### config.mk
export PLATFORM = sky130hd
export DESIGN_NAME = pmcs_seq
export DESIGN_NICKNAME = d
export VERILOG_FILES = /design/src/hw/pmcs_avg.v /design/src/hw/pmcs_seq.v
export VERILOG_INCLUDE_DIRS = /design/src /design/src/include
export SDC_FILE = /design/constraint.sdc
export NUM_CORES = 2
export LEC_CHECK = 0
export BUFFER_PORTS_ARGS = -buffer_cell sky130_fd_sc_hd__buf_4
export CAP_MARGIN = 40
export CORE_MARGIN = 2
export CORE_UTILIZATION = 25
export CTS_CLUSTER_DIAMETER = 200
export CTS_CLUSTER_SIZE = 10
export DETAILED_ROUTE_END_ITERATION = 16
export PLACE_DENSITY = 0.36
export RECOVER_POWER = 25
export SYNTH_ARGS = -nofsm -noshare
export SYNTH_HDL_FRONTEND = slang
export SYNTH_SLANG_ARGS = --single-unit
### constraint.sdc
create_clock -name pclk -period 16.2 [get_ports pclk]
set_input_delay 1.62 -clock pclk [delete_from_list [all_inputs] [get_ports pclk]]
set_output_delay 1.62 -clock pclk [all_outputs]
set_load 0.05 [all_outputs]
### src/include/pmcs_consts.vh
`ifndef PMCS_CONSTS_VH
`define PMCS_CONSTS_VH

// register byte offsets
`define PMCS_GEN_CFG_OFF 8'h00
`define PMCS_ADC_CFG_OFF 8'h04
`define PMCS_DIAG_OFF 8'h08
`define PMCS_CUR_OFF 8'h0C
`define PMCS_VBUS_OFF 8'h10
`define PMCS_TEMP_OFF 8'h14
`define PMCS_PWR_OFF 8'h18
`define PMCS_ENERGY_OFF 8'h1C
`define PMCS_CHARGE_OFF 8'h20

// general setup fields
`define PMCS_GEN_SRST_BIT 15
`define PMCS_GEN_DLY_MSB 13
`define PMCS_GEN_DLY_LSB 6
`define PMCS_GEN_CFG_RST 8'h00

// adc setup fields
`define PMCS_ADC_MODE_MSB 14
`define PMCS_ADC_MODE_LSB 12
`define PMCS_ADC_BCT_LSB 9
`define PMCS_ADC_SCT_LSB 6
`define PMCS_ADC_TCT_LSB 3
`define PMCS_ADC_AVG_LSB 0
`define PMCS_ADC_CFG_RST 15'h7B68

// diagnostic bits
`define PMCS_DIAG_READY_BIT 1
`define PMCS_DIAG_MATHOF_BIT 2
`define PMCS_DIAG_CHGOF_BIT 3
`define PMCS_DIAG_ENGOF_BIT 4
`define PMCS_DIAG_INVAL_BIT 5

// timing
`define PMCS_CLK_PERIOD_NS 10
`define PMCS_US_NS 1000
`define PMCS_CYC_PER_US (`PMCS_US_NS / `PMCS_CLK_PERIOD_NS)
`define PMCS_MS_US 1000
`define PMCS_DLY_STEP_MS 2
`define PMCS_CT0_US 13'd50
`define PMCS_CT1_US 13'd84
`define PMCS_CT2_US 13'd150
`define PMCS_CT3_US 13'd280
`define PMCS_CT4_US 13'd540
`define PMCS_CT5_US 13'd1052
`define PMCS_CT6_US 13'd2074
`define PMCS_CT7_US 13'd4120

`endif

### src/hw/pmcs_avg.v
`timescale 1ns/1ps
`default_nettype none

module pmcs_avg #(
    parameter DW = 20
) (
    // clock and reset
    input wire clk,
    input wire rst_n,
    // control
    input wire clr,
    input wire add,
    input wire [3:0] shift,
    // data
    input wire signed [DW-1:0] sample,
    output wire signed [DW-1:0] avg
);

reg signed [DW+9:0] sum_reg;
wire signed [DW+9:0] shifted;

assign shifted = sum_reg >>> shift;
assign avg = shifted[DW-1:0];

// headroom of ten bits covers the largest count
always @(posedge clk or negedge rst_n) begin
    if (!rst_n) begin
        sum_reg <= {(DW+10){1'b0}};
    end else if (clr) begin
        sum_reg <= {(DW+10){1'b0}};
    end else if (add) begin
        sum_reg <= sum_reg + {{10{sample[DW-1]}}, sample};
    end
end

endmodule // pmcs_avg

`default_nettype wire

### src/hw/pmcs_seq.v
`timescale 1ns/1ps
`default_nettype none
`include "pmcs_consts.vh"

module pmcs_seq #(
    parameter DW = 20,
    parameter [15:0] CYC_PER_US = `PMCS_CYC_PER_US,
    parameter [15:0] US_PER_MS = `PMCS_MS_US,
    parameter signed [7:0] TC_COEF = 8'sh10,
    parameter signed [DW-1:0] T_REF = {DW{1'b0}}
) (
    // apb
    input wire pclk,
    input wire presetn,
    input wire psel,
    input wire penable,
    input wire pwrite,
    input wire [7:0] paddr,
    input wire [31:0] pwdata,
    output reg [31:0] prdata,
    output wire pready,
    output wire pslverr,
    // converter front end
    output reg conv_start,
    output reg [1:0] conv_channel,
    output reg [2:0] conv_period,
    output wire conv_busy,
    input wire signed [DW-1:0] adc_data,
    // status
    output wire conversion_ready_flag
);

localparam S_OFF = 3'h0;
localparam S_DLY = 3'h1;
localparam S_TMP = 3'h2;
localparam S_SHN = 3'h3;
localparam S_BUS = 3'h4;

function [12:0] conv_us;
    input [2:0] code;
    begin
        case (code)
            3'h0: conv_us = `PMCS_CT0_US;
            3'h1: conv_us = `PMCS_CT1_US;
            3'h2: conv_us = `PMCS_CT2_US;
            3'h3: conv_us = `PMCS_CT3_US;
            3'h4: conv_us = `PMCS_CT4_US;
            3'h5: conv_us = `PMCS_CT5_US;
            3'h6: conv_us = `PMCS_CT6_US;
            default: conv_us = `PMCS_CT7_US;
        endcase
    end
endfunction

function [3:0] avg_shift;
    input [2:0] code;
    begin
        case (code)
            3'h0: avg_shift = 4'h0;
            3'h1: avg_shift = 4'h2;
            3'h2: avg_shift = 4'h4;
            3'h3: avg_shift = 4'h6;
            3'h4: avg_shift = 4'h7;
            3'h5: avg_shift = 4'h8;
            3'h6: avg_shift = 4'h9;
            default: avg_shift = 4'hA;
        endcase
    end
endfunction

function reg_hit;
    input [7:0] a;
    begin
        reg_hit = (a <= `PMCS_CHARGE_OFF) && (a[1:0] == 2'h0);
    end
endfunction

// returns overflow bit above the saturated-hold sum
function [32:0] sat_add;
    input [31:0] a;
    input [31:0] b;
    reg [31:0] s;
    begin
        s = a + b;
        if ((a[31] == b[31]) && (s[31] != a[31])) begin
            sat_add = {1'b1, a};
        end else begin
            sat_add = {1'b0, s};
        end
    end
endfunction

reg [2:0] state_reg;
reg [2:0] state_next;
reg [7:0] dly_reg;
reg [14:0] adc_cfg_reg;
reg srst_reg;
reg [15:0] us_cnt_reg;
reg [15:0] ms_div_reg;
reg [8:0] dly_ms_reg;
reg [12:0] ct_cnt_reg;
reg [10:0] smp_cnt_reg;
reg signed [DW-1:0] tmp_last_reg;
reg signed [DW-1:0] cur_inst_reg;
reg signed [DW-1:0] vb_inst_reg;
reg signed [DW-1:0] cur_out_reg;
reg signed [DW-1:0] vb_out_reg;
reg signed [DW-1:0] tmp_out_reg;
reg [31:0] pwr_out_reg;
reg [31:0] energy_reg;
reg [31:0] charge_reg;
reg load_pend_reg;
reg pwr_pend_reg;
reg acc_pend_reg;
reg ready_reg;
reg mathof_reg;
reg engof_reg;
reg chgof_reg;
reg [31:0] rd_mux;
reg [2:0] ct_code;
reg conv_end;
reg pass_last;
reg seq_last;
reg enter_conv;

wire [2:0] mode = adc_cfg_reg[`PMCS_ADC_MODE_MSB:`PMCS_ADC_MODE_LSB];
wire cont = mode[2];
wire shn_en = mode[1];
wire bus_en = mode[0];
wire wr = psel & penable & pwrite;
wire rd = psel & penable & ~pwrite;
wire mode_wr = wr & (paddr == `PMCS_ADC_CFG_OFF);
wire [2:0] new_mode = pwdata[`PMCS_ADC_MODE_MSB:`PMCS_ADC_MODE_LSB];
wire new_active = new_mode[1] | new_mode[0];
wire tick_us = (us_cnt_reg == CYC_PER_US - 16'h0001);
wire tick_ms = tick_us & (ms_div_reg == US_PER_MS - 16'h0001);
wire [8:0] dly_target = {dly_reg, 1'b0};
wire in_conv = (state_reg == S_TMP) | (state_reg == S_SHN) | (state_reg == S_BUS);
wire [3:0] sh = avg_shift(adc_cfg_reg[2:0]);
wire [10:0] avg_last = (11'h001 << sh) - 11'h001;
wire [2:0] first_st = shn_en ? S_TMP : S_BUS;
wire sclr = srst_reg;
wire signed [DW:0] t_diff = {tmp_last_reg[DW-1], tmp_last_reg} - {T_REF[DW-1], T_REF};
wire signed [DW+8:0] t_prod = t_diff * TC_COEF;
wire signed [DW+8:0] t_adj = t_prod >>> 8;
wire signed [DW-1:0] cur_comp = adc_data - t_adj[DW-1:0];
wire signed [2*DW-1:0] pwr_avg = cur_out_reg * vb_out_reg;
wire signed [2*DW-1:0] pwr_inst = cur_inst_reg * vb_inst_reg;
wire [32:0] eng_sum = sat_add(energy_reg, pwr_inst[2*DW-1:2*DW-32]);
wire [32:0] chg_sum = sat_add(charge_reg, {{(32-DW){cur_inst_reg[DW-1]}}, cur_inst_reg});
wire signed [DW-1:0] avg_val [0:2];
wire [2:0] add_vec;

assign pready = 1'b1;
assign pslverr = psel & penable & ~reg_hit(paddr);
assign conv_busy = in_conv;
assign conversion_ready_flag = ready_reg;

// next state of the conversion sequencer
always @* begin
    state_next = state_reg;
    case (state_reg)
        S_TMP: ct_code = adc_cfg_reg[`PMCS_ADC_TCT_LSB+2:`PMCS_ADC_TCT_LSB];
        S_SHN: ct_code = adc_cfg_reg[`PMCS_ADC_SCT_LSB+2:`PMCS_ADC_SCT_LSB];
        default: ct_code = adc_cfg_reg[`PMCS_ADC_BCT_LSB+2:`PMCS_ADC_BCT_LSB];
    endcase
    conv_end = in_conv & tick_us & (ct_cnt_reg == conv_us(ct_code) - 13'h0001);
    // current pass ends after bus, or after shunt when bus is off
    pass_last = conv_end & ((state_reg == S_BUS) | ((state_reg == S_SHN) & ~bus_en));
    seq_last = pass_last & (smp_cnt_reg == avg_last);
    case (state_reg)
        S_OFF: state_next = S_OFF;
        S_DLY: if (dly_ms_reg == dly_target) state_next = first_st;
        S_TMP: if (conv_end) state_next = S_SHN;
        S_SHN: if (conv_end) state_next = bus_en ? S_BUS :
            ((seq_last & ~cont) ? S_OFF : first_st);
        S_BUS: if (conv_end) state_next = (seq_last & ~cont) ? S_OFF : first_st;
        default: state_next = S_OFF;
    endcase
    if (mode_wr) state_next = new_active ? S_DLY : S_OFF;
    enter_conv = ((state_next == S_TMP) | (state_next == S_SHN) | (state_next == S_BUS)) &
        ((state_next != state_reg) | conv_end);
end

// register read mux; value captured in setup; only a status read touches the sequencer, by clearing ready_reg
always @* begin
    rd_mux = 32'h0000_0000;
    case (paddr)
        `PMCS_GEN_CFG_OFF: rd_mux = {18'h00000, dly_reg, 6'h00};
        `PMCS_ADC_CFG_OFF: rd_mux = {17'h00000, adc_cfg_reg};
        `PMCS_DIAG_OFF: rd_mux = {26'h0000000, ~cont & (shn_en | bus_en), engof_reg,
            chgof_reg, mathof_reg, ready_reg, 1'b0};
        `PMCS_CUR_OFF: rd_mux = {{(32-DW){cur_out_reg[DW-1]}}, cur_out_reg};
        `PMCS_VBUS_OFF: rd_mux = {{(32-DW){vb_out_reg[DW-1]}}, vb_out_reg};
        `PMCS_TEMP_OFF: rd_mux = {{(32-DW){tmp_out_reg[DW-1]}}, tmp_out_reg};
        `PMCS_PWR_OFF: rd_mux = pwr_out_reg;
        `PMCS_ENERGY_OFF: rd_mux = energy_reg;
        `PMCS_CHARGE_OFF: rd_mux = charge_reg;
        default: rd_mux = 32'h0000_0000;
    endcase
end

always @(posedge pclk or negedge presetn) begin
    if (!presetn) begin
        prdata <= 32'h0000_0000;
        srst_reg <= 1'b0;
        dly_reg <= `PMCS_GEN_CFG_RST;
        adc_cfg_reg <= `PMCS_ADC_CFG_RST;
        us_cnt_reg <= 16'h0000;
    end else begin
        if (psel & ~penable & ~pwrite) begin
            prdata <= rd_mux;
        end
        us_cnt_reg <= tick_us ? 16'h0000 : us_cnt_reg + 16'h0001;
        srst_reg <= 1'b0;
        if (sclr) begin
            dly_reg <= `PMCS_GEN_CFG_RST;
            adc_cfg_reg <= `PMCS_ADC_CFG_RST;
        end else if (wr & (paddr == `PMCS_GEN_CFG_OFF)) begin
            srst_reg <= pwdata[`PMCS_GEN_SRST_BIT];
            dly_reg <= pwdata[`PMCS_GEN_DLY_MSB:`PMCS_GEN_DLY_LSB];
        end else if (mode_wr) begin
            adc_cfg_reg <= pwdata[14:0];
        end
    end
end

// sequencer and front-end control
always @(posedge pclk or negedge presetn) begin
    if (!presetn) begin
        state_reg <= S_DLY;
        ms_div_reg <= 16'h0000;
        dly_ms_reg <= 9'h000;
        ct_cnt_reg <= 13'h0000;
        smp_cnt_reg <= 11'h000;
        conv_start <= 1'b0;
        conv_channel <= 2'h0;
        conv_period <= 3'h0;
    end else if (sclr) begin
        state_reg <= S_DLY;
        ms_div_reg <= 16'h0000;
        dly_ms_reg <= 9'h000;
        ct_cnt_reg <= 13'h0000;
        smp_cnt_reg <= 11'h000;
        conv_start <= 1'b0;
    end else begin
        state_reg <= state_next;
        conv_start <= enter_conv;
        if (enter_conv) begin
            conv_channel <= state_next[1:0];
            case (state_next)
                S_TMP: conv_period <= adc_cfg_reg[`PMCS_ADC_TCT_LSB+2:`PMCS_ADC_TCT_LSB];
                S_SHN: conv_period <= adc_cfg_reg[`PMCS_ADC_SCT_LSB+2:`PMCS_ADC_SCT_LSB];
                default: conv_period <= adc_cfg_reg[`PMCS_ADC_BCT_LSB+2:`PMCS_ADC_BCT_LSB];
            endcase
        end
        if (mode_wr) begin
            ms_div_reg <= 16'h0000;
            dly_ms_reg <= 9'h000;
        end else if (state_reg == S_DLY & tick_us) begin
            ms_div_reg <= tick_ms ? 16'h0000 : ms_div_reg + 16'h0001;
            if (tick_ms) dly_ms_reg <= dly_ms_reg + 9'h001;
        end
        if (enter_conv) begin
            ct_cnt_reg <= 13'h0000;
        end else if (in_conv & tick_us) begin
            ct_cnt_reg <= ct_cnt_reg + 13'h0001;
        end
        if (mode_wr | seq_last) begin
            smp_cnt_reg <= 11'h000;
        end else if (pass_last) begin
            smp_cnt_reg <= smp_cnt_reg + 11'h001;
        end
    end
end

assign add_vec = {conv_end & (state_reg == S_BUS), conv_end & (state_reg == S_SHN),
    conv_end & (state_reg == S_TMP)};

genvar gi;
generate
    for (gi = 0; gi < 3; gi = gi + 1) begin : g_avg
        pmcs_avg #(
            .DW(DW)
        ) u_avg (
            .clk(pclk),
            .rst_n(presetn),
            .clr(sclr | mode_wr | load_pend_reg),
            .add(add_vec[gi]),
            .shift(sh),
            .sample(gi == 0 ? adc_data : (gi == 1 ? cur_comp : adc_data)),
            .avg(avg_val[gi])
        );
    end
endgenerate

// results, background arithmetic and flags
always @(posedge pclk or negedge presetn) begin
    if (!presetn) begin
        tmp_last_reg <= {DW{1'b0}};
        cur_inst_reg <= {DW{1'b0}};
        vb_inst_reg <= {DW{1'b0}};
        cur_out_reg <= {DW{1'b0}};
        vb_out_reg <= {DW{1'b0}};
        tmp_out_reg <= {DW{1'b0}};
        pwr_out_reg <= 32'h0000_0000;
        energy_reg <= 32'h0000_0000;
        charge_reg <= 32'h0000_0000;
        load_pend_reg <= 1'b0;
        pwr_pend_reg <= 1'b0;
        acc_pend_reg <= 1'b0;
        ready_reg <= 1'b0;
        mathof_reg <= 1'b0;
        engof_reg <= 1'b0;
        chgof_reg <= 1'b0;
    end else if (sclr) begin
        cur_out_reg <= {DW{1'b0}};
        vb_out_reg <= {DW{1'b0}};
        tmp_out_reg <= {DW{1'b0}};
        pwr_out_reg <= 32'h0000_0000;
        energy_reg <= 32'h0000_0000;
        charge_reg <= 32'h0000_0000;
        load_pend_reg <= 1'b0;
        pwr_pend_reg <= 1'b0;
        acc_pend_reg <= 1'b0;
        ready_reg <= 1'b0;
        mathof_reg <= 1'b0;
        engof_reg <= 1'b0;
        chgof_reg <= 1'b0;
    end else begin
        if (add_vec[0]) tmp_last_reg <= adc_data;
        if (add_vec[1]) cur_inst_reg <= cur_comp;
        if (add_vec[2]) vb_inst_reg <= adc_data;
        load_pend_reg <= seq_last & ~mode_wr;
        pwr_pend_reg <= load_pend_reg;
        acc_pend_reg <= pass_last & ~mode_wr;
        // shift of zero passes sample unchanged
        if (load_pend_reg) begin
            if (shn_en) begin
                tmp_out_reg <= avg_val[0];
                cur_out_reg <= avg_val[1];
            end
            if (bus_en) vb_out_reg <= avg_val[2];
        end
        // power from averaged current and voltage
        if (pwr_pend_reg) pwr_out_reg <= pwr_avg[2*DW-1:2*DW-32];
        if (acc_pend_reg) begin
            energy_reg <= eng_sum[31:0];
            charge_reg <= chg_sum[31:0];
            if (eng_sum[32]) engof_reg <= 1'b1;
            if (chg_sum[32]) chgof_reg <= 1'b1;
            if (eng_sum[32] | chg_sum[32]) mathof_reg <= 1'b1;
        end
        // set after full sequence; clears, set wins
        if (pwr_pend_reg) begin
            ready_reg <= 1'b1;
        end else if ((mode_wr & new_active) | (rd & (paddr == `PMCS_DIAG_OFF))) begin
            ready_reg <= 1'b0;
        end
    end
end

endmodule // pmcs_seq

`default_nettype wire

Word-level counts from Yosys, hierarchy flattened. Index checks and enable logic that the tools add are counted.

Bits in registers: 443. Output and inout bits: 42.

Add/subtract/negate cells: 13. Multiply operators: 2. Order comparisons: 1. Equality and inequality tests: 40. Shift-type cells: 4. Mux-type cells: 77. Bitwise logic cells: 45. Reductions and logical operators: 38.

Operator list (number): one-hot mux 32 bit (9 select lines) (1); 2-to-1 mux 32 bit (6); 2-to-1 mux 20 bit (9); 2-to-1 mux 30 bit (6); one-hot mux 13 bit (7 select lines) (1); adder 30 bit (3); >>> shifter 30 x 4 -> 20 bit (3); multiplier 20 x 20 -> 40 bit (2); 2-to-1 mux 16 bit (5); 2-to-1 mux 33 bit (2); adder 32 bit (2); 2-to-1 mux 15 bit (3); 2-to-1 mux 13 bit (3); 2-to-1 mux 9 bit (4); 2-to-1 mux 11 bit (3); adder 16 x 1 -> 16 bit (second input constant) (2); equality test 8 x 5 -> 1 bit (second input constant) (4); one-hot mux 4 bit (7 select lines) (1); 2-to-1 mux 3 bit (9); AND reduction 2 bit (13); nonzero test 2 bit (13); AND 1 bit (25); equality test 3 x 2 -> 1 bit (second input constant) (8); equality test 3 bit (second input constant) (8); 32 further kinds (84).

Logic depth before layout (Yosys ltp).
Depth after elaboration: 21. Gate-level depth with buffers: 39.

Cells and area by module. From an unflattened synthesis, not the netlist that was laid out.

Cell total of the unflattened synthesis: 6689. Area, all modules: 61028.5 sq um.

By module, submodules not included: pmcs_seq (times used 1, cells an instance 5281, area each 49072.1 sq um); pmcs_avg at g_avg[1].u_avg ... (times used 2, cells an instance 455, area each 3941.3 sq um); pmcs_avg at g_avg[0].u_avg (times used 1, cells an instance 498, area each 4073.9 sq um).

Least setup slack after synthesis. No wires, ideal clock.

Path type: flip-flop to flip-flop. Start point: register cur_inst_reg[19]. End point: register energy_reg[12]. Arrival: 8.879 ns. Slack: 7.243 ns. Stages on the path, launching flop included: 34. Buffers on the path: 3. Path through: dfrtp_1 clkbuf_1 clkbuf_1 nand2_1 fa_1 inv_1 fa_1 fa_1 fa_1 fa_1 fa_1 inv_1 fa_1 inv_1 ha_1 a211o_1 o311ai_0 nand2b_1 and2_1 o21a_1 nor2_1 xnor2_1 ha_1 nand4_1 nor2_1 a221oi_1 o211ai_1 a32oi_1 o21ai_1 a21oi_1 xor2_1 clkbuf_1 o211ai_1 a21oi_1.

Word-level cells in the longest chain between the ends: 6. Elaborated cells on any way between the ends: 10. Those cells by class: add/sub (1); mul (1); eq/ne (3); mux (3); reduce/logical (2).

Ends and longest elaborated chain: start: declaration (RTL line pmcs_seq.v:104) `reg signed [DW-1:0] cur_inst_reg;`; start signal: assignment (RTL line pmcs_seq.v:301) `cur_inst_reg <= {DW{1'b0}};`; start signal: assignment (RTL line pmcs_seq.v:332) `if (add_vec[1]) cur_inst_reg <= cur_comp;`; multiplier 20 x 20 -> 40 bit (*) (RTL line pmcs_seq.v:148) `wire signed [2*DW-1:0] pwr_inst = cur_inst_reg * vb_inst_reg;`; adder 32 bit (RTL line pmcs_seq.v:84) `s = a + b;`; inequality test 1 bit (RTL line pmcs_seq.v:85) `if ((a[31] == b[31]) && (s[31] != a[31])) begin`; logical AND 1 bit (RTL line pmcs_seq.v:85); inequality test 2 bit (no line); AND reduction 2 bit (no line); end signal: assignment (RTL line pmcs_seq.v:348) `energy_reg <= eng_sum[31:0];`; end: declaration (RTL line pmcs_seq.v:110) `reg [31:0] energy_reg;`.

Mark *: on every way between the ends. The rest lies on a longest branch, timed or not. The select of a mux whose other input is x is not followed. A chain may end at the register's enable or synchronous reset.

Worst setup path after layout.
Start point: register vb_inst_reg[11]. End point: register energy_reg[24].

Word-level cells in the longest chain between the ends: 6. Elaborated cells on any way between the ends: 10. Those cells by class: add/sub (1); mul (1); eq/ne (3); mux (3); reduce/logical (2).

Ends and longest elaborated chain: start: declaration (RTL line pmcs_seq.v:105) `reg signed [DW-1:0] vb_inst_reg;`; start signal: assignment (RTL line pmcs_seq.v:302) `vb_inst_reg <= {DW{1'b0}};`; start signal: assignment (RTL line pmcs_seq.v:333) `if (add_vec[2]) vb_inst_reg <= adc_data;`; multiplier 20 x 20 -> 40 bit (*) (RTL line pmcs_seq.v:148); adder 32 bit (RTL line pmcs_seq.v:84); inequality test 1 bit (RTL line pmcs_seq.v:85); logical AND 1 bit (RTL line pmcs_seq.v:85); inequality test 2 bit (no line); AND reduction 2 bit (no line).

Marks and branches as above.

==> flow_metrics.env <==
export IMPL_dpl_hpwl_um=164000
export IMPL_nNetsFinal=7829
export IMPL_via_count=46178
export IMPL_clock_latency_ns=0.68
export IMPL_rsz0062_at_grt="false"
export IMPL_violations="max-capacitance violations, max-slew violations"
export IMPL_skew_ns=0.0500
export IMPL_layout_common_cells="927 x inv_1, 846 x nand2_1, 844 x fa_1"
export IMPL_clockPowerShare=0.439
export IMPL_vias_per_cell=4.75
export IMPL_swShare=0.289
export IMPL_netlist_instances=6609
export IMPL_syn_area_um2=59500
export IMPL_relSlewSlack=-3.07
export IMPL_ys_flop_type="dfrtp_1"
export IMPL_first_iter_violations=2945
export IMPL_grt_max_degree=146
export IMPL_synth_enable_flop_cells=0
export IMPL_start_util=0.251
export IMPL_place_ws_ns=4.91
export IMPL_slowest_stage="dfrtp_1"
export IMPL_drv_cap=3
export IMPL_max_slew_worst_pin_slew_ns=6.10
export IMPL_cp_slowest_stage_delay_ns=0.88
export IMPL_die_area_um2=242000
export IMPL_core_um2=237000
export IMPL_outcome="complete, but fails checks"
export IMPL_ant_nets=0
export IMPL_rrSetupSlack_ns=4.85
export IMPL_setup_ws_ns=4.85
export IMPL_power_switching_mw=0.709
export IMPL_grt_pass1_wl_um=325000
export IMPL_grtUsageTotal=0.176
export IMPL_drive_above_1_share=0.0607
export IMPL_final_period_utilization=0.700
export IMPL_cts_sinks=439
export IMPL_cp_buffers_inverters=6
export IMPL_crit_family="adder cells"
export IMPL_cts_made_buffers=49
export IMPL_clk_pin_slew_ns=0.06
export IMPL_fmax_ghz=0.0881
export IMPL_hold_viol=0
export IMPL_die_x_um=492
export IMPL_final_common_cell="inv_1"
export IMPL_finalCriticalPeriod_ns=11.35
export IMPL_routed_wl_um=212000
export IMPL_pwr_share_seq=0.459
export IMPL_criticalPathCategory="reg -> reg"
export IMPL_rr_startpoint="vb_inst_reg[11]"
export IMPL_startpoint="vb_inst_reg[11]"
export IMPL_grt_ovfl_total=0
export IMPL_syn_avg_cell_area_um2=9.00
export IMPL_largest_register_ffs=90
export IMPL_critPathLaunchType="register"
export IMPL_place_gp_congestion=0.818
export IMPL_cts_setup_buffers=0
export IMPL_htree_levels=2
export IMPL_drc_errors=0
export IMPL_crit_cells=35
export IMPL_ys_ff_latch=439
export IMPL_tns_ns=0
export IMPL_combPwrFrac=0.102
export IMPL_area_delta_synth_final_pct=10.1
export IMPL_internal_power_mw=1.75
export IMPL_cts_resized=0
export IMPL_critPathCaptureType="register"
export IMPL_ir_worst_vdd_mv=0.0852
export IMPL_finalMaxSlewViolations=190
export IMPL_portBuffers=89
export IMPL_r2r_cells=35
export IMPL_die_h_um=492
export IMPL_hold_path_class="reg -> reg"
export IMPL_io_pins=107
export IMPL_power_density_nw_per_um2=37.5
export IMPL_cp_max_fo=37
export IMPL_setup_viol=0
export IMPL_cts_root_buf="clkbuf_16"
export IMPL_synth_cell_types=91
export IMPL_cp_required_ns=16.75
export IMPL_ys_seq_area_frac=0.185
export IMPL_first_pass_iters=8
export IMPL_avgRoutedWirePerCell_um=21.8
export IMPL_ys_warn_count=0
export IMPL_ctsLongestPathBuffers=3
export IMPL_antenna_found_initial=15
export IMPL_grt_pass1_vias=49284
export IMPL_arrival_ns=11.90
export IMPL_async_flop_share=1.00
export IMPL_cts_tree="yes"
export IMPL_p_leak_nw=31.2
export IMPL_placementRows=179
export IMPL_cts_hold_buf=0
export IMPL_crit_top_cell="fa_1"
export IMPL_crit_end="energy_reg[24]"
export IMPL_r2r_end="energy_reg[24]"
==> cells in the mapped netlist (174+ instances only) <==
master	instances	area [µm²]
fa_1	844	16900
and2_1	382	2390
o21ai_0	248	1240
dfrtp_1	429	10700
clkbuf_1	316	1190
inv_1	927	3480
mux2i_1	174	1740
nand2_1	847	3180
xnor2_1	174	1520
ha_1	382	4780
a21oi_1	297	1490
nor2_1	267	1000
==> metal layers <==
layer / share of wire / up-vias / global-route usage
met5: 0 / - / 0
met4: 0.021 / 0 / 0.0358
met3: 0.041 / 163 / 0.0194
met2: 0.45 / 855 / 0.278
met1: 0.49 / 23665 / 0.257
li1: - / 21495 / -
==> worst min path at each step <==
stage                     from              end  slack, ns  depth (start not counted)
6_report       cur_inst_reg[9]  cur_inst_reg[9]       0.47                          2
3_5_place_dp   cur_inst_reg[9]  cur_inst_reg[9]       0.46                          2
2_1_floorplan   tmp_out_reg[1]   tmp_out_reg[1]       0.44                          2
4_1_cts        cur_inst_reg[9]  cur_inst_reg[9]       0.47                          2
5_1_grt         tmp_out_reg[2]   tmp_out_reg[2]       0.49                          2
3_3_place_gp   cur_inst_reg[9]  cur_inst_reg[9]       0.45                          2
==> tightest hold or removal path, stage by stage, from the launching register on <==
cell and delay, ns:
dfrtp_1 0.34, nand2_1 0.05, nand2_1 0.05
==> final cells by class <==
| class | instances | area (µm²) |
|---|---|---|
| Sequential cell | 439 | 11000 |
| Timing Repair Buffer | 223 | 1880 |
| Tap cell | 3167 | 3960 |
| Clock buffer | 64 | 1280 |
| Inverter | 928 | 3480 |
| Fill cell | 25345 | 172000 |
| Multi-Input combinational cell | 4897 | 43800 |
| Clock inverter | 3 | 62.6 |
| Antenna cell | 3 | 7.51 |
==> cell families (layout without fill, tap and decap cells) <==
group | after synthesis | count (layout) | share of synthesized area
and+or+nand+nor | 2013 | 2013 | 0.163
buffers and inverters | 1274 | 1218 | 0.0808
adders and majority gates | 1226 | 1226 | 0.364
AOI/OAI and AO/OA | 1174 | 1174 | 0.129
DFF | 439 | 439 | 0.185
xor gates and xnor gates | 244 | 244 | 0.0359
muxes | 238 | 238 | 0.0419
other | 1 | 5 | 0.0000630
==> power by group through the flow <==
| stage | Combinational (mW) | Clock, mW | Sequential, mW |
|---|---|---|---|
| 2_1_floorplan | 0.157 | 0 | 1.14 |
| 4_1_cts | 0.253 | 1.13 | 1.13 |
| 5_1_grt | 0.279 | 1.16 | 1.13 |
| 3_3_place_gp | 0.250 | 0 | 1.15 |
| 3_5_place_dp | 0.252 | 0 | 1.15 |
| 6_report | 0.250 | 1.08 | 1.13 |
==> stage by stage <==
| stage | cell area [µm²] | hold slack, ns | power (mW) | std cells | utilization |
|---|---|---|---|---|---|
| after CTS | 65500 | 0.471 | 2.51 | 9721 | 0.276 |
| final | 65500 | 0.468 | 2.46 | 9724 | 0.276 |
| after global placement | 63800 | 0.455 | 1.40 | 9636 | 0.269 |
| after floorplan | 59500 | 0.439 | 1.29 | 6610 | - |
| after detailed placement | 64200 | 0.457 | 1.40 | 9654 | 0.271 |
| after global routing | 65500 | 0.495 | 2.57 | 9722 | 0.276 |
No activity file was read; power rests on OpenSTA's default activity.
